<file path="config.mk">
export PLATFORM = sky130hd
export DESIGN_NAME = fsfc_top
export DESIGN_NICKNAME = d
export VERILOG_FILES = /design/src/rtl/fsfc_pkg.sv /design/src/rtl/fsfc_top.sv /design/src/rtl/fsfc_fuse_ctrl.sv /design/src/rtl/fsfc_flash_gate.sv
export SDC_FILE = /design/constraint.sdc
export NUM_CORES = 1
export LEC_CHECK = 0
export CAP_MARGIN = 25
export CORE_ASPECT_RATIO = 1.25
export CORE_UTILIZATION = 62
export DETAILED_ROUTE_END_ITERATION = 12
export DONT_BUFFER_PORTS = 1
export GPL_TIMING_DRIVEN = 0
export PLACE_DENSITY = 0.78
export SLEW_MARGIN = 20
export SYNTH_ARGS = -nofsm -noshare
export SYNTH_HDL_FRONTEND = slang
export SYNTH_SLANG_ARGS = --single-unit
</file>
<file path="constraint.sdc">
create_clock -name sys_clk_i -period 1.6 [get_ports sys_clk_i]
set_input_delay 0.32 -clock sys_clk_i [delete_from_list [all_inputs] [get_ports sys_clk_i]]
set_output_delay 0.32 -clock sys_clk_i [all_outputs]
set_load 0.02 [all_outputs]
</file>
<file path="src/rtl/fsfc_pkg.sv">
// fsfc_pkg: constants and carrier types for the flash security and fuse control block
// assumes the processor presents internal and external data register spaces with one-cycle strobes
package fsfc_pkg;
  localparam logic [7:0]  FLASH_CONTROL_ADDR   = 8'hb2;
  localparam logic [15:0] FUSE_BURN_PULSE_ADDR = 16'hffd1;
  localparam logic [15:0] FUSE_SETUP_ADDR      = 16'hffd2;
  localparam logic [15:0] SECURITY_ADDR        = 16'hffd7;
  localparam logic [15:0] XSFR_BASE            = 16'hfc00;
  localparam logic [15:0] XSFR_TOP             = 16'hffff;
  localparam int          FC_PWE_BIT           = 0;
  localparam int          FC_MEEN_BIT          = 1;
  localparam int          FC_LOCK_BIT          = 6;
  localparam int          SEC_CODE_FUSE_BIT    = 0;
  localparam int          SEC_DEBUG_FUSE_BIT   = 1;
  localparam int          SEC_PIN_BIT          = 5;
  localparam int          SEC_PERM_BIT         = 7;
  localparam logic [7:0]  BURN_VALUE           = 8'ha6;
  localparam logic [7:0]  SETUP_VALUE          = 8'h54;
  localparam logic [7:0]  SEL_CODE_FUSE        = 8'h81;
  localparam logic [7:0]  SEL_DEBUG_FUSE       = 8'h82;
  localparam logic [7:0]  REG_RESET            = 8'h00;
  localparam logic [7:0]  UNMAPPED_READ        = 8'h00;
  localparam int          BURN_TIME_US         = 500;
  localparam int          CLK_MHZ              = 10;
  localparam int          BURN_CYCLES          = BURN_TIME_US * CLK_MHZ;
  localparam int          PAGE_BITS            = 9;

  // one register access from the processor
  typedef struct packed {
    logic        wr;
    logic        rd;
    logic [15:0] addr;
    logic [7:0]  wdata;
  } fsfc_acc_s;

  // flash operations issued to the flash macro
  typedef struct packed {
    logic        prog;
    logic        mass_erase;
    logic [15:0] addr;
    logic [7:0]  data;
  } fsfc_flash_s;
endpackage : fsfc_pkg

</file>
<file path="src/rtl/fsfc_top.sv">
// fsfc_top: flash control, security register and fuse programming
// assumes internal register space at 8-bit addresses, external data space at 16-bit
`timescale 1ns/1ns
module fsfc_top
  import fsfc_pkg::*;
(
  input  wire logic        sys_clk_i,
  input  wire logic        resetn_i,
  input  wire fsfc_acc_s   sfr_i,
  input  wire fsfc_acc_s   xdata_i,
  input  wire logic        int_enabled_i,
  input  wire logic        sec_pin_i,
  input  wire logic        code_fuse_blown_i,
  input  wire logic        debug_fuse_blown_i,
  input  wire logic        ext_rd_req_i,
  input  wire logic        dbg_wr_i,
  input  wire logic [15:0] dbg_addr_i,
  input  wire logic [7:0]  dbg_data_i,
  output logic [7:0]       sfr_rdata_o,
  output logic [7:0]       xdata_rdata_o,
  output logic             xram_wr_o,
  output fsfc_flash_s      flash_o,
  output logic             dbg_prog_o,
  output logic             ext_rd_grant_o,
  output logic             burn_code_o,
  output logic             burn_debug_o
);
  logic       pwe_reg;
  logic       meen_reg;
  logic       lock_reg;
  logic       perm_reg;
  logic [1:0] fuse_stat_reg;
  logic       fc_wr;
  logic       setup_wr;
  logic       pulse_wr;
  logic       sec_wr;
  logic       in_xsfr;
  logic       store;
  logic       cpu_prog;
  logic       erase_reg;
  logic [15:0] flash_addr_reg;
  logic [7:0] flash_data_reg;

  assign in_xsfr  = xdata_i.addr >= XSFR_BASE && xdata_i.addr <= XSFR_TOP;
  assign fc_wr    = sfr_i.wr && sfr_i.addr[7:0] == FLASH_CONTROL_ADDR;
  assign setup_wr = xdata_i.wr && in_xsfr && xdata_i.addr == FUSE_SETUP_ADDR;
  assign pulse_wr = xdata_i.wr && in_xsfr && xdata_i.addr == FUSE_BURN_PULSE_ADDR;
  assign sec_wr   = xdata_i.wr && in_xsfr && xdata_i.addr == SECURITY_ADDR;
  assign store    = xdata_i.wr && !in_xsfr;

  // program write enable
  always_ff @(posedge sys_clk_i or negedge resetn_i) begin
    if (!resetn_i) begin
      pwe_reg <= REG_RESET[FC_PWE_BIT];
    end else if (fc_wr && !int_enabled_i) begin
      pwe_reg <= sfr_i.wdata[FC_PWE_BIT];
    end else if (store && pwe_reg) begin
      pwe_reg <= 1'b0;
    end
  end

  // mass erase enable, consumed by one erase pulse
  always_ff @(posedge sys_clk_i or negedge resetn_i) begin
    if (!resetn_i) begin
      meen_reg <= REG_RESET[FC_MEEN_BIT];
    end else begin
      meen_reg <= fc_wr && sfr_i.wdata[FC_MEEN_BIT];
    end
  end

  // lock bit
  always_ff @(posedge sys_clk_i or negedge resetn_i) begin
    if (!resetn_i) begin
      lock_reg <= REG_RESET[FC_LOCK_BIT];
    end else if (fc_wr && sfr_i.wdata[FC_LOCK_BIT]) begin
      lock_reg <= 1'b1;
    end
  end

  // security register control and fuse status
  always_ff @(posedge sys_clk_i or negedge resetn_i) begin
    if (!resetn_i) begin
      perm_reg      <= REG_RESET[SEC_PERM_BIT];
      fuse_stat_reg <= REG_RESET[1:0];
    end else begin
      if (sec_wr) begin
        perm_reg <= xdata_i.wdata[SEC_PERM_BIT];
      end
      // fuse status bits, a blown fuse wins over a write
      if (sec_wr) begin
        fuse_stat_reg <= xdata_i.wdata[1:0] | {debug_fuse_blown_i, code_fuse_blown_i};
      end else begin
        fuse_stat_reg <= fuse_stat_reg | {debug_fuse_blown_i, code_fuse_blown_i};
      end
    end
  end

  // internal space read data; unmapped reads return zero
  always_ff @(posedge sys_clk_i or negedge resetn_i) begin
    if (!resetn_i) begin
      sfr_rdata_o <= REG_RESET;
    end else if (sfr_i.rd) begin
      if (sfr_i.addr[7:0] == FLASH_CONTROL_ADDR) begin
        sfr_rdata_o <= {1'b0, lock_reg, 5'h00, pwe_reg};
      end else begin
        sfr_rdata_o <= UNMAPPED_READ;
      end
    end
  end

  // external space read data for the security register
  always_ff @(posedge sys_clk_i or negedge resetn_i) begin
    if (!resetn_i) begin
      xdata_rdata_o <= REG_RESET;
    end else if (xdata_i.rd) begin
      if (in_xsfr && xdata_i.addr == SECURITY_ADDR) begin
        xdata_rdata_o <= {2'h0, sec_pin_i, 3'h0, fuse_stat_reg};
      end else begin
        xdata_rdata_o <= UNMAPPED_READ;
      end
    end
  end

  // RAM writes and flash strobes
  always_ff @(posedge sys_clk_i or negedge resetn_i) begin
    if (!resetn_i) begin
      xram_wr_o      <= 1'b0;
      flash_addr_reg <= 16'h0000;
      flash_data_reg <= 8'h00;
      erase_reg      <= 1'b0;
    end else begin
      // stores go to RAM unless enabled
      xram_wr_o <= store && !pwe_reg;
      erase_reg <= meen_reg;
      if (store) begin
        flash_addr_reg <= xdata_i.addr;
        flash_data_reg <= xdata_i.wdata;
      end
    end
  end

  // flash port, one driver for the whole struct, every field from a flip-flop
  assign flash_o = '{prog: cpu_prog, mass_erase: erase_reg, addr: flash_addr_reg,
                     data: flash_data_reg};

  // external read grant
  always_ff @(posedge sys_clk_i or negedge resetn_i) begin
    if (!resetn_i) begin
      ext_rd_grant_o <= 1'b0;
    end else begin
      ext_rd_grant_o <= ext_rd_req_i && !lock_reg;
    end
  end

  fsfc_flash_gate u_gate (
    .sys_clk_i    (sys_clk_i),
    .resetn_i     (resetn_i),
    .pwe_i        (pwe_reg),
    .lock_i       (lock_reg),
    .store_i      (store),
    .store_addr_i (xdata_i.addr),
    .store_data_i (xdata_i.wdata),
    .dbg_wr_i     (dbg_wr_i),
    .dbg_addr_i   (dbg_addr_i),
    .dbg_data_i   (dbg_data_i),
    .cpu_prog_o   (cpu_prog),
    .dbg_prog_o   (dbg_prog_o)
  );

  fsfc_fuse_ctrl u_fuse (
    .sys_clk_i    (sys_clk_i),
    .resetn_i     (resetn_i),
    .setup_wr_i   (setup_wr),
    .pulse_wr_i   (pulse_wr),
    .perm_en_i    (perm_reg),
    .wdata_i      (xdata_i.wdata),
    .burn_code_o  (burn_code_o),
    .burn_debug_o (burn_debug_o)
  );
endmodule : fsfc_top

</file>
<file path="src/rtl/fsfc_fuse_ctrl.sv">
// fsfc_fuse_ctrl: fuse set-up, selection and burn pulse control
// assumes write strobes are one-cycle pulses already decoded to each register
`timescale 1ns/1ns
module fsfc_fuse_ctrl
  import fsfc_pkg::*;
(
  input  wire logic       sys_clk_i,
  input  wire logic       resetn_i,
  input  wire logic       setup_wr_i,
  input  wire logic       pulse_wr_i,
  input  wire logic       perm_en_i,
  input  wire logic [7:0] wdata_i,
  output logic            burn_code_o,
  output logic            burn_debug_o
);
  typedef enum logic [1:0] {FS_IDLE, FS_ARMED, FS_SELECTED} fsfc_fuse_e;
  fsfc_fuse_e state_reg;
  logic [1:0] sel_reg;

  // set-up, then selection; only a set-up write of another value disarms
  always_ff @(posedge sys_clk_i or negedge resetn_i) begin
    if (!resetn_i) begin
      state_reg <= FS_IDLE;
      sel_reg   <= 2'h0;
    end else if (setup_wr_i) begin
      state_reg <= (wdata_i == SETUP_VALUE) ? FS_ARMED : FS_IDLE;
      sel_reg   <= 2'h0;
    end else if (state_reg == FS_ARMED && pulse_wr_i) begin
      if (wdata_i == SEL_CODE_FUSE) begin
        state_reg <= FS_SELECTED;
        sel_reg   <= 2'h1;
      end else if (wdata_i == SEL_DEBUG_FUSE) begin
        state_reg <= FS_SELECTED;
        sel_reg   <= 2'h2;
      end
    end
  end

  // burn pulse drives the chosen fuse until any other value is written or perm_en_i drops
  always_ff @(posedge sys_clk_i or negedge resetn_i) begin
    if (!resetn_i) begin
      burn_code_o  <= 1'b0;
      burn_debug_o <= 1'b0;
    end else if (pulse_wr_i) begin
      burn_code_o  <= (wdata_i == BURN_VALUE) && perm_en_i && (state_reg == FS_SELECTED)
                      && sel_reg[0];
      burn_debug_o <= (wdata_i == BURN_VALUE) && perm_en_i && (state_reg == FS_SELECTED)
                      && sel_reg[1];
    end else if (!perm_en_i) begin
      burn_code_o  <= 1'b0;
      burn_debug_o <= 1'b0;
    end
  end
endmodule : fsfc_fuse_ctrl

</file>
<file path="src/rtl/fsfc_flash_gate.sv">
// fsfc_flash_gate: routes data-pointer stores to flash and applies the lock
// assumes stores and debug requests are one-cycle pulses
`timescale 1ns/1ns
module fsfc_flash_gate
  import fsfc_pkg::*;
(
  input  wire logic        sys_clk_i,
  input  wire logic        resetn_i,
  input  wire logic        pwe_i,
  input  wire logic        lock_i,
  input  wire logic        store_i,
  input  wire logic [15:0] store_addr_i,
  input  wire logic [7:0]  store_data_i,
  input  wire logic        dbg_wr_i,
  input  wire logic [15:0] dbg_addr_i,
  input  wire logic [7:0]  dbg_data_i,
  output logic             cpu_prog_o,
  output logic             dbg_prog_o
);
  logic cpu_page0;
  logic dbg_page0;

  // page zero spans the low addresses below the first page boundary
  assign cpu_page0 = (store_addr_i >> PAGE_BITS) == 16'h0000;
  assign dbg_page0 = (dbg_addr_i >> PAGE_BITS) == 16'h0000;

  // accepted programming strobes, one cycle each
  always_ff @(posedge sys_clk_i or negedge resetn_i) begin
    if (!resetn_i) begin
      cpu_prog_o <= 1'b0;
      dbg_prog_o <= 1'b0;
    end else begin
      cpu_prog_o <= store_i && pwe_i && !(lock_i && cpu_page0);
      dbg_prog_o <= dbg_wr_i && !(lock_i && dbg_page0);
    end
  end
endmodule : fsfc_flash_gate

</file>
# Word-level counts from Yosys, hierarchy flattened

Cells that the tools add are included.

Register bits: 57
Latch bits: 0
Bits in writable memories: 0
ROM bits: 0
Bits of input ports: 84
Memories: 0

Add/sub/neg operators: 0
Multipliers: 0
Divide/modulo/power cells: 0
Magnitude comparators: 2
Eq/ne operators: 11
Shift operators: 0
Muxes and demuxes: 16
Bitwise logic cells: 2
Reductions and logical operators: 35

Operators with widths:

| kind                                                   | count |
|---|---|
| == test 16 bit, second input constant                  | 3 |
| == test 8 bit, second input constant                   | 4 |
| zero test 16 bit                                       | 2 |
| logical AND 1 bit                                      | 23 |
| >= comparator 16 bit, second input constant            | 1 |
| less-or-equal comparator 16 bit, second input constant | 1 |
| 2-to-1 mux 2 bit                                       | 8 |
| == test 8 x 7 -> 1 bit, second input constant          | 1 |
| 2-to-1 mux 7 bit                                       | 1 |
| zero test 1 bit                                        | 6 |
| 2-to-1 mux 1 bit                                       | 6 |
| 2-to-1 mux 6 bit                                       | 1 |
| bitwise OR 2 bit                                       | 2 |
| nonzero test 2 bit                                     | 2 |
| nonzero test 3 bit                                     | 1 |
| == test 2 x 1 -> 1 bit, second input constant          | 1 |
| == test 2 bit, second input constant                   | 1 |
| != test 2 x 1 -> 1 bit, second input constant          | 1 |
| AND reduction 2 bit                                    | 1 |

# Longest topological paths before layout

Gate-level depths: netlist of run 1.

Depth after elaboration: 7
Gate-level depth with buffers: 5
Gate-level depth less buffers: 4

# Modules after synthesis

A second synthesis of run 1 with hierarchy kept.

Cell total of the unflattened synthesis: 194
Area total of the unflattened synthesis: 2168.3 um^2

By module, submodules not included:

| module          | instances | cells an instance | area each (um^2) |
|---|---|---|---|
| fsfc_top        | 1         | 145               | 1681.6 |
| fsfc_fuse_ctrl  | 1         | 40                | 377.9 |
| fsfc_flash_gate | 1         | 9                 | 108.9 |

# Worst setup path before layout of run 1

No wires, ideal clock.

Path kind: input -> register
Start: input port xdata_i[21] (netlist bit)
End: register u_fuse.sel_reg[1]
Data arrival time: 1.527 ns
Setup slack: -0.052 ns
Stages on the path: 5
Buffers on the path: 1
Path through: nand4_2 or4_1 buf_2 o21a_1 mux2_4

Word-level cells in the longest chain between the ends: 7
Elaborated cells on any way between the ends: 13
Those cells by class: order compare: 2; eq/ne: 2; mux: 1; reduce/logical: 8

Ends and longest elaborated chain:

| item                                                                           | RTL line                       | text |
|---|---|---|
| start: declaration                                                             | fsfc_top.sv:10                 | `input wire fsfc_acc_s xdata_i,` |
| >= comparator 16 bit / less-or-equal comparator 16 bit (equally long branches) | fsfc_top.sv:44                 | `assign in_xsfr = xdata_i.addr >= XSFR_BASE && xdata_i.addr <= XSFR_TOP;` |
| logical AND 1 bit                                                              | fsfc_top.sv:44                 |  |
| logical AND 1 bit                                                              | fsfc_top.sv:46, fsfc_top.sv:47 |  |
| logical AND 1 bit                                                              | fsfc_top.sv:47                 | `assign pulse_wr = xdata_i.wr && in_xsfr && xdata_i.addr == FUSE_BURN_PULSE_ADDR;` |
| logical AND 1 bit                                                              | fsfc_fuse_ctrl.sv:28           | `end else if (state_reg == FS_ARMED && pulse_wr_i) begin` |
| nonzero test 2 bit (no source line)                                            | n/a                            |  |
| AND reduction 2 bit (no source line)                                           | n/a                            |  |
| end signal: assignment                                                         | fsfc_fuse_ctrl.sv:27           | `sel_reg <= 2'h0;` |
| end signal: assignment                                                         | fsfc_fuse_ctrl.sv:31           | `sel_reg <= 2'h1;` |
| end signal: assignment                                                         | fsfc_fuse_ctrl.sv:34           | `sel_reg <= 2'h2;` |
| end: declaration                                                               | fsfc_fuse_ctrl.sv:18           | `logic [1:0] sel_reg;` |

Several ways; a longest one is shown, not always the timed one.
A chain may end at the register's enable or synchronous reset.

# Final worst setup path of run 1

Start: input port xdata_i[17] (netlist bit)
End: register u_fuse.sel_reg[1]

Same word-level chain as after synthesis.

==> results of run 1 <==
## area by class of cell
| class | instances | area (sq um) |
|---|---|---|
| fill | 242 | 903 |
| clock inverter | 1 | 5.00 |
| inverter | 9 | 33.8 |
| sequential | 46 | 1150 |
| timing repair buffer | 2 | 37.5 |
| buffer | 16 | 113 |
| clock buffer | 7 | 86.3 |
| tap | 37 | 46.3 |
| multi-input combinational | 115 | 847 |
## layer usage
layer | track usage (%) | up-vias
met3 | 8.68 | 10
met4 | 13.5 | 0
li1 | - | 639
met5 | 0 | -
met1 | 24.1 | 683
met2 | 43.5 | 77
## power groups by stage
stage	Sequential, uW	Clock (uW)	Combinational, uW
floorplan	1370	0	149
global placement	1380	0	159
detailed placement	1390	0	166
CTS	1360	734	199
global route	1370	780	218
finish	1360	711	197
## repair_timing
| item | in CTS | in global routing |
|---|---|---|
| buffers inserted | 0 | 0 |
| hold buffers | 2 | 0 |
| hold endpoints to repair | 46 | 0 |
| setup endpoints to repair | 0 | 0 |
## cells by family after synthesis
family / Yosys count
muxes: 27
AOI/OAI and AO/OA: 19
and+or+nand+nor: 57
other: 1
xor gates and xnor gates: 1
buffers and inverters: 25
DFF: 46
## cells in the mapped netlist (all sizes together)
master   number  area [sq um]
a21oi         4          20.0
inv           9          33.8
o21ai         8          43.8
nand3        10          50.1
nand3b        5          37.5
or4b          1          10.0
conb          1          3.75
a31o          2          17.5
a22o          3          26.3
nand2b        3          18.8
nor2          4          15.0
or4           2          16.3
nor4b         3          26.3
and3          3          18.8
dfrtp        46          1150
xor2          1          8.76
nor4          5          31.3
nor4bb        2          20.0
a21boi        1          7.51
nand4bb       1          11.3
mux2i         5          50.1
and2b         2          16.3
nand4         2          18.8
nand2         8          30.0
nand4b        2          17.5
or3b          1          8.76
nor2b         2          12.5
o21a          1          7.51
buf          16           113
mux2         22           251
nor3          1          5.00
## final timing paths
kind	cells past startpoint	slack, ps	start	to
worst min register to register	0	360	meen_reg	erase_reg
max in group asynchronous	2	880	resetn_i	flash_data_reg[6]
worst min-delay path	1	120	sfr_i[24]	sfr_rdata_o[0]
min in group asynchronous	2	530	resetn_i	u_fuse.sel_reg[1]
worst max-delay path	4	70	xdata_i[17]	u_fuse.sel_reg[1]
worst max register to register	4	130	u_fuse.state_reg[1]	u_fuse.sel_reg[1]
## critical path: stages
cell	delay, ps
sky130_fd_sc_hd__nand4_1	150
sky130_fd_sc_hd__nor4_1	610
sky130_fd_sc_hd__nand3_1	290
sky130_fd_sc_hd__mux2_4	360
## per-stage QoR
stage	cells	instance area (sq um)	setup WS, ps
2_1_floorplan	186	2140	-6.30
3_3_place_gp	223	2190	-170
3_5_place_dp	223	2190	-210
4_1_cts	233	2320	108
5_1_grt	233	2320	5.00
6_report	233	2320	65.7
==> qor_table.md, run 1 <==
| Parameter | Value |
|:---|:---|
| Root buffer selected by CTS | sky130_fd_sc_hd__clkbuf_8 |
| Part of the power in registers | 59.9% |
| Compound-gate portion of the synthesized area | 5.84% |
| Area growth syn-to-layout | 10.6% |
| Routed wirelength normalized by instance count | 17.8 microns |
| Top Metal Used | met4 |
| Number of synthesized register bits | 46 |
| Port buffer count | 0 |
| Data required, critical path | 1780 ps |
| Boundary Pins | 131 |
| Floorplan die area | 3620 sq um |
| Layout Utilization | 72.0% |
| Simple-gate share of the synthesized area | 17.4% |
| Sequential area share after synthesis | 54.9% |
| Post-Syn Area | 2100 sq um |
| Y dimension of the die | 67.0 microns |
| Routed metal-1 wirelength | 1.48 mm |
| Proportion of power drawn by the clock network | 31.4% |
| Kind of end point of the critical path | flop |
| TritonCTS clock tree | yes |
| Most frequent cells in the layout | sky130_fd_sc_hd__dfrtp_1, sky130_fd_sc_hd__mux2_2, sky130_fd_sc_hd__buf_4 |
| Outcome | complete, no violations |
| Total number of yosys warnings | 0 |
| Xor and xnor fraction of the mapped netlist area | 0.417% |
| Iteration-0 DRC Markers | 39 |
| Post-route clock skew | 2.62 ps |
| Combinational family with the most area after synthesis | simple AND/OR/NAND/NOR gates |
| Number of endpoints failing setup at the final stage | 0 |
| Avg Synthesized Cell Area | 11.9 sq um |
| Worst slew slack as a fraction of its limit | 57.0% |
| Total via count after detailed routing | 1,409 |
| Final weighted congestion in routability-driven placement | 0.768 |
| Maximum resistive drop on vdd | 784 uV |
| Number of nets still failing antenna checks after routing | 0 |
| First drt pass iteration count | 4 |
| Number of levels the H-tree was split into | 2 |
| Hold violation total from the final report | 0 |
| Timing-limited maximum frequency | 0.652 GHz |
| Hold WC Path Type | in -> reg |
| Arrival time reported for the critical path endpoint | 1720 ps |
| Row cnt | 23 |
| Wire length of the first global-routing pass | 6.15 mm |
| Vias in the first global route | 1,465 |
| WHS | 116 ps |
| Initial antenna violation count | 0 |
| Number of nets in the layout | 279 |
| Setup repair after global routing missed its margin | no |
| Leakage power summed over all cells | 0.00105 uW |
| Max FO, Critical Path | 3 |
| Placeable core region | 3220 sq um |
| Synth unique cells | 37 |
| Worst Setup Start Kind | input pin |
| Clk_lat worst skew | 290 ps |
| Per-cell via count in the routed design | 6.05 |
| Final wirelength | 4.15 mm |
| Largest net degree at the start of global routing | 47 |
| Antenna diode count | 0 |
| TritonCTS buffer count | 5 |
| Combinational cell fraction of total power | 8.7% |
| Post-detail-place hpwl | 3.14 mm |
| Multiplexer share of the synthesized area | 14.4% |
| Total met3 wirelength after detailed routing | 301 microns |
| Met2 wire length | 2.27 mm |
| Pwr per Cell Area | 978 nW/um^2 |
| Die X-Extent | 54.0 microns |
| Minimum clock period after layout | 1530 ps |
| Final clock period utilization by the worst path | 95.9% |
| Initial standard-cell utilization of the core | 65.1% |
| Clk buf depth | 2 |
| Layout cells sized above 1 | 27.6% |
| Post-layout power | 2270 uW |
| Number of gates resized after CTS | 0 |
| Internal power consumption | 1680 uW |
| Leftover overflow at the end of global routing | 0 |
| Number of maximum-capacitance violations | 0 |
| Switching component of the power | 587 uW |
| Clock slew at reported path FFs | 80 ps |
| Arithmetic-cell share of the synthesized area counting full adders, half adders and majority gates | 0% |
| Most common cell after layout, fill and taps aside | sky130_fd_sc_hd__dfrtp_1 |
| Pins Over Slew Limit | 0 |
| GRT Util Overall | 24.7% |
| Slew at the pin with the worst max-slew slack | 639 ps |
| Sinks on the clock net | 46 |
| Fin Setup TNS | 0 ps |
| Sw Ratio | 25.9% |
| Largest register FFs | 16 |
| Critical path start-end classification | in -> reg |
| DRC violation count after routing | 0 |
| Gate count of the mapped netlist | 176 |
Note: power is estimated with default switching activity, not from simulation.
==> run 2, diff against run 1 <==
--- a/config.mk
+++ b/config.mk
@@ -5,6 +5,7 @@
 export SDC_FILE = /design/constraint.sdc
 export NUM_CORES = 1
 export LEC_CHECK = 0
+export ABC_AREA = 1
 export CAP_MARGIN = 25
 export CORE_ASPECT_RATIO = 1.25
 export CORE_UTILIZATION = 62
==> run 2 against run 1 <==
Critical path depth increased by 4. Synthesized cell count increased by 41%. Setup slack improved by 250 ps. Largest cell class unchanged. Clock power up 48%. Sequential share of layout area fell by 3.5 points. Flip-flop and latch count stayed put. Sequential power barely moved. Count of clock-buffer cells in the layout fell by 1. Register-to-register slack better by 190 ps. Final cell count grew 32%. Routed wire length grew 7.8%. Die area is 6.1% higher.
==> qor_table.md, run 2 <==
| Parameter | Value |
|:---|:---|
| Outcome | complete, no violations |
| Combined area of the multi-input logic cells | 845 sq um |
| Pwr per Cell Area | 1050 nW/um^2 |
| Post-layout power | 2610 uW |
| Stages on worst setup path | 8 |
| Total via count after detailed routing | 1,652 |
| Crit path cell chain | inv_1 > nand2_1 > nor2_1 > nand2_1 > nor2_1 > nand3_2 > nand3_1 > nand2_1 |
| DRC violation count after routing | 0 |
| Final clock period utilization by the worst path | 80.3% |
| TritonCTS buffer count | 5 |
| Routed wirelength normalized by instance count | 14.5 microns |
| FILL cells | 276 |
| Cell type group with the largest total delay on the critical path | simple AND/OR/NAND/NOR gates |
| Area growth syn-to-layout | 11.9% |
| Critical path's slowest cell | sky130_fd_sc_hd__dfrtp_1 |
| Placeable core region | 3450 sq um |
| Critical path start-end classification | reg -> reg |
| Arrival time reported for the critical path endpoint | 1480 ps |
| Pins Over Slew Limit | 0 |
| Most instantiated library cell after synthesis | sky130_fd_sc_hd__nand2_1 |
| Port buffer count | 0 |
| Number of maximum-capacitance violations | 0 |
| Largest register FFs | 16 |
| Switching component of the power | 632 uW |
| Combinational cell fraction of total power | 8.2% |
| Termination of the worst setup path | u_fuse.state_reg[0] |
| Internal power consumption | 1980 uW |
| Wire length of the first global-routing pass | 7.49 mm |
| Row cnt | 24 |
| Clk_lat worst skew | 300 ps |
| Worst Setup Start Kind | flop |
| Boundary Pins | 131 |
| Antenna diode count | 0 |
| WHS | 105 ps |
| Largest cells by area after synthesis | sky130_fd_sc_hd__dfrtp_1, sky130_fd_sc_hd__nand2_1, sky130_fd_sc_hd__inv_1, sky130_fd_sc_hd__buf_4, sky130_fd_sc_hd__o21ai_0 |
| Final wirelength | 4.48 mm |
| Layout Utilization | 72.3% |
| Share of flip-flops with an asynchronous set or reset | 100% |
| Top cell type by total area after synthesis | sky130_fd_sc_hd__dfrtp_1 |
| Data required, critical path | 1790 ps |
| Iteration-0 DRC Markers | 67 |
| Timing-limited maximum frequency | 0.779 GHz |
| Root buffer selected by CTS | sky130_fd_sc_hd__clkbuf_8 |
| Die X-Extent | 55.7 microns |
| Number of endpoints failing setup at the final stage | 0 |
| Fin Setup TNS | 0 ps |
| Leakage power summed over all cells | 0.00126 uW |
| Worst path max stage delay | 390 ps |
| Total number of yosys warnings | 0 |
| Number of gates resized after CTS | 0 |
| Avg Synthesized Cell Area | 8.96 sq um |
| Number of levels the H-tree was split into | 2 |
| Max FO, Critical Path | 4 |
| Initial standard-cell utilization of the core | 64.6% |
| Post-detail-place hpwl | 3.32 mm |
| Synth unique cells | 28 |
| Sw Ratio | 24.2% |
| Worst Setup SP | u_fuse.state_reg[1] |
| Number of nets in the layout | 352 |
| Proportion of power drawn by the clock network | 40.3% |
| Minimum clock period after layout | 1280 ps |
| Register Area | 1150 sq um |
| Floorplan die area | 3840 sq um |
| Critical path buffers and inverters | 1 |
| Synth top cells by count | sky130_fd_sc_hd__nand2_1, sky130_fd_sc_hd__dfrtp_1, sky130_fd_sc_hd__inv_1 |
| Post-route clock skew | 4.97 ps |
| Clk buf depth | 2 |
| Reg2Reg Setup Slack | 320 ps |
| Post-Syn Area | 2230 sq um |
| Reg-to-Reg Start | u_fuse.state_reg[1] |
| Hold WC Path Type | in -> reg |
| Leftover overflow at the end of global routing | 0 |
| Largest net degree at the start of global routing | 47 |
| Final weighted congestion in routability-driven placement | 0.854 |
| Per-cell via count in the routed design | 5.36 |
| Primary FF master, synth | sky130_fd_sc_hd__dfrtp_1 |
| Most frequent cells in the layout | sky130_fd_sc_hd__nand2_1, sky130_fd_sc_hd__dfrtp_1, sky130_fd_sc_hd__inv_1 |
| Part of the power in registers | 51.4% |
| Most common cell after layout, fill and taps aside | sky130_fd_sc_hd__nand2_1 |
| Fraction of synthesized cell area taken by the top area cell type | 51.6% |
| Vias in the first global route | 1,666 |
| Layout cells sized above 1 | 17.1% |
| Maximum resistive drop on vdd | 1090 uV |
| Setup repair after global routing missed its margin | no |
| Clock slew at reported path FFs | 80 ps |
| GRT Util Overall | 25.4% |
| Y dimension of the die | 69.1 microns |
| Sequential area share after synthesis | 51.6% |
| TritonCTS clock tree | yes |
| Gate count of the mapped netlist | 249 |
| Terminus of the critical flop-to-flop path | u_fuse.state_reg[0] |
| Number of synthesized register bits | 46 |
| EDFF count, synth | 0 |
| Library cell appearing most often on the critical path | sky130_fd_sc_hd__nand2_1 |
| Number of nets still failing antenna checks after routing | 0 |
| R2r worst-path depth | 8 |
| Sinks on the clock net | 46 |
| First drt pass iteration count | 4 |
| Hold violation total from the final report | 0 |
| Kind of end point of the critical path | flop |
| Initial antenna violation count | 0 |
run 2: final cells by class:
| type | instances | area share, % |
|---|---|---|
| well taps | 39 | 1.95 |
| clock buffers | 6 | 3.31 |
| repair buffers | 2 | 1.50 |
| flip-flops and latches | 46 | 46.1 |
| plain buffers | 17 | 5.51 |
| multi-input cells | 160 | 33.8 |
| inverters | 36 | 5.41 |
| clock inverters | 2 | 2.40 |
run 2: kinds of logic after synthesis:
group,synth area share (%)
other cells,0.168
buf+inv,12.2
simple gates,25.6
flops,51.6
compound gates,6.34
mux,4.04
run 2: worst min path at each step:
stage	start	endpoint	slack, ps	depth (start not counted)
2_1_floorplan	resetn_i	erase_reg	20	0
3_3_place_gp	resetn_i	flash_addr_reg[12]	30	0
3_5_place_dp	resetn_i	flash_addr_reg[15]	30	0
4_1_cts	xdata_i[24]	xdata_rdata_o[1]	100	1
5_1_grt	sfr_i[24]	sfr_rdata_o[0]	100	1
6_report	xdata_i[24]	xdata_rdata_o[1]	100	1
run 2: power by group through the flow:
stage | Combinational [uW] | Clock (uW) | Sequential [uW]
floorplan | 160 | 0 | 1350
global placement | 177 | 0 | 1360
detailed placement | 182 | 0 | 1370
CTS | 215 | 1070 | 1340
global route | 243 | 1100 | 1350
finish | 215 | 1050 | 1340
run 2: worst reg2reg max path, delay by kind of cell, from the launching register on:
family                 cells  cell delay, ps
flip-flops                 1             390
buffers and inverters      1              70
AND/OR/NAND/NOR            7             710
run 2: metal layers:
| metal | GRT usage [%] | share of wire, % |
|---|---|---|
| met5 | 0 | 0 |
| met3 | 9.01 | 9.0 |
| met1 | 29.1 | 39 |
| met2 | 43.0 | 51 |
| met4 | 10.0 | 1.9 |
run 2: repair_timing:
item | 4_1_cts | 5_1_grt
hold buffers | 2 | 0
endpoints found under the hold margin | 46 | 0
setup buffers | 0 | 0
run 2: stage by stage:
step	area, sq um	setup WS [ps]	cells
global route	2500	150	308
floorplan	2270	361	259
CTS	2500	322	308
detailed placement	2320	270	298
finish	2500	316	308
global placement	2320	273	298
==> run 3, diff against run 2 <==
--- a/config.mk
+++ b/config.mk
@@ -5,14 +5,14 @@
 export SDC_FILE = /design/constraint.sdc
 export NUM_CORES = 1
 export LEC_CHECK = 0
-export ABC_AREA = 1
+export ABC_AREA = 0
 export CAP_MARGIN = 25
 export CORE_ASPECT_RATIO = 1.25
-export CORE_UTILIZATION = 62
+export CORE_UTILIZATION = 56
 export DETAILED_ROUTE_END_ITERATION = 12
 export DONT_BUFFER_PORTS = 1
 export GPL_TIMING_DRIVEN = 0
-export PLACE_DENSITY = 0.78
+export PLACE_DENSITY = 0.74
 export SLEW_MARGIN = 20
 export SYNTH_ARGS = -nofsm -noshare
 export SYNTH_HDL_FRONTEND = slang
==> constraint.sdc (replaced) <==
create_clock -name sys_clk_i -period 1.04 [get_ports sys_clk_i]
set_input_delay 0.208 -clock sys_clk_i [delete_from_list [all_inputs] [get_ports sys_clk_i]]
set_output_delay 0.208 -clock sys_clk_i [all_outputs]
set_load 0.02 [all_outputs]
==> run 3 against run 2 <==
Total power rose by 33%. The flow now finishes with violations (DRC, hold timing, setup timing). Global-route usage is 1.6 points lower. Critical path type unchanged. First-iteration DRC count is 42% lower. Via count shrank 11%. Setup slack lost 700 ps. Combinational power rose by 34%. Final cell count down 20%. Highest routed layer unchanged. Clock skew barely moved.
==> qor_table.md, run 3 (synthesis results as in run 1) <==
| Parameter | Value |
|:---|:---|
| Row cnt | 24 |
| TritonCTS buffer count | 5 |
| Hold WC Path Type | in -> async |
| Pins Over Slew Limit | 0 |
| Fin Setup TNS | -2320 ps |
| Met3 demand-to-capacity share in global routing | 8.89% |
| Final weighted congestion in routability-driven placement | 0.788 |
| Initial antenna violation count | 0 |
| Antenna diode count | 0 |
| Y dimension of the die | 70.4 microns |
| Number of nets in the layout | 289 |
| Critical path start-end classification | reg -> reg |
| GR Util met1 | 23.4% |
| Root buffer selected by CTS | sky130_fd_sc_hd__clkbuf_8 |
| Final wirelength | 4.45 mm |
| Sinks on the clock net | 46 |
| Placeable core region | 3540 sq um |
| Post-layout power | 3470 uW |
| Initial standard-cell utilization of the core | 59.2% |
| Number of levels the H-tree was split into | 2 |
| Maximum resistive drop on vdd | 1090 uV |
| Crit path cell chain | nor4b_2 > and3_1 > nand3_2 > mux2_4 |
| Boundary Pins | 131 |
| TritonCTS clock tree | yes |
| Per-cell via count in the routed design | 6.02 |
| Timing-limited maximum frequency | 0.700 GHz |
| Total via count after detailed routing | 1,475 |
| WHS | -414 ps |
| Kind of end point of the critical path | flop |
| Largest net degree at the start of global routing | 47 |
| Slew at the pin with the worst max-slew slack | 735 ps |
| Floorplan die area | 4000 sq um |
| Data required, critical path | 1240 ps |
| Leakage power summed over all cells | 0.00112 uW |
| Clock slew at reported path FFs | 90 ps |
| Wire length of the first global-routing pass | 7.02 mm |
| Reg-to-Reg Start | u_fuse.state_reg[1] |
| Setup repair after global routing missed its margin | yes |
| DRC violation count after routing | 8 |
| First drt pass iteration count | 8 |
| Arrival time reported for the critical path endpoint | 1630 ps |
| Routed wirelength normalized by instance count | 18.1 microns |
| Port buffer count | 0 |
| Most frequent cells in the layout | sky130_fd_sc_hd__dfrtp_1, sky130_fd_sc_hd__mux2_2, sky130_fd_sc_hd__buf_4 |
| Met2 GRT Util | 43.8% |
| Number of nets still failing antenna checks after routing | 0 |
| Post-detail-place hpwl | 3.22 mm |
| Clk_lat worst skew | 310 ps |
| Violations in the final reports | DRC, hold timing, setup timing |
| Number of endpoints failing setup at the final stage | 12 |
| Max FO, Critical Path | 2 |
| Busiest layer in global routing | met2 |
| Clk buf depth | 2 |
| Layout Utilization | 70.2% |
| Final clock period utilization by the worst path | 137% |
| Largest register FFs | 16 |
| Number of maximum-capacitance violations | 0 |
| Leftover overflow at the end of global routing | 0 |
| Area growth syn-to-layout | 18.6% |
| Hold violation total from the final report | 46 |
| Post-route clock skew | 4.51 ps |
| Critical path's slowest cell | sky130_fd_sc_hd__dfrtp_1 |
| Vias in the first global route | 1,581 |
| Most common cell after layout, fill and taps aside | sky130_fd_sc_hd__dfrtp_1 |
| Worst path max stage delay | 400 ps |
| R2r worst-path depth | 4 |
| Count of hold-fix buffers inserted at cts | 1 |
| Worst Setup Start Kind | flop |
| Iteration-0 DRC Markers | 39 |
| Worst Slack Setup Final | -389 ps |
| Pwr per Cell Area | 1390 nW/um^2 |
| Terminus of the critical flop-to-flop path | u_fuse.sel_reg[1] |
| Die X-Extent | 56.8 microns |
| Reg2Reg Setup Slack | -390 ps |
| Minimum clock period after layout | 1430 ps |
| Layout cells sized above 1 | 37.4% |
| Worst slew slack as a fraction of its limit | 50.3% |
| Outcome | complete, but fails checks |
| GRT Util Overall | 23.8% |
[run 3: timing repair]
item | CTS | global route
pin swaps | 5 | 6
endpoints found under the setup margin | 30 | 15
resized for setup | 18 | 9
buffers inserted | 7 | 5
hold endpoints to repair | 48 | 46
[run 3: layer usage]
| layer | wire, microns | up-vias |
|---|---|---|
| met5 | 0 | - |
| met4 | 97 | 0 |
| met3 | 396 | 10 |
| met2 | 2490 | 77 |
| met1 | 1460 | 722 |
| li1 | - | 666 |
[run 3: power by group]
group	switching [uW]	internal (uW)	leakage [uW]
registers	200	1890	0.000558
logic	124	165	0.000515
clock network	614	472	0.0000441
[run 3: worst max-delay path, delay by kind of cell, from the launching register on]
family | cells | cell delay (ps)
muxes | 1 | 340
and+or+nand+nor | 3 | 590
DFF | 1 | 400
[run 3: how the worst max path moves through the flow]
stage	start	endpoint	cells past startpoint
after CTS	u_fuse.state_reg[1]	u_fuse.sel_reg[1]	4
final	u_fuse.state_reg[1]	u_fuse.sel_reg[1]	4
after global routing	u_fuse.state_reg[1]	u_fuse.sel_reg[1]	4
after floorplan	xdata_i[21]	u_fuse.sel_reg[1]	5
after global placement	xdata_i[17]	u_fuse.sel_reg[1]	4
after detailed placement	xdata_i[17]	u_fuse.sel_reg[1]	4
[run 3: final cells by class]
| type | count | area, sq um |
|---|---|---|
| multi-input combinational | 115 | 932 |
| timing repair buffer | 13 | 115 |
| buffer | 15 | 118 |
| clock inverter | 3 | 21.3 |
| tap | 39 | 48.8 |
| clock buffer | 5 | 68.8 |
| inverter | 9 | 33.8 |
| sequential | 46 | 1150 |
| fill | 256 | 1050 |
[run 3: per-stage QoR]
step	worst slack (ps)	hold WS [ps]	instance area, sq um	std cells
6_report	-389	-414	2490	245
5_1_grt	-425	-435	2490	245
4_1_cts	-329	-422	2430	241
3_5_place_dp	-756	-86.8	2210	225
3_3_place_gp	-653	-86.8	2210	225
2_1_floorplan	-454	-87.6	2160	186
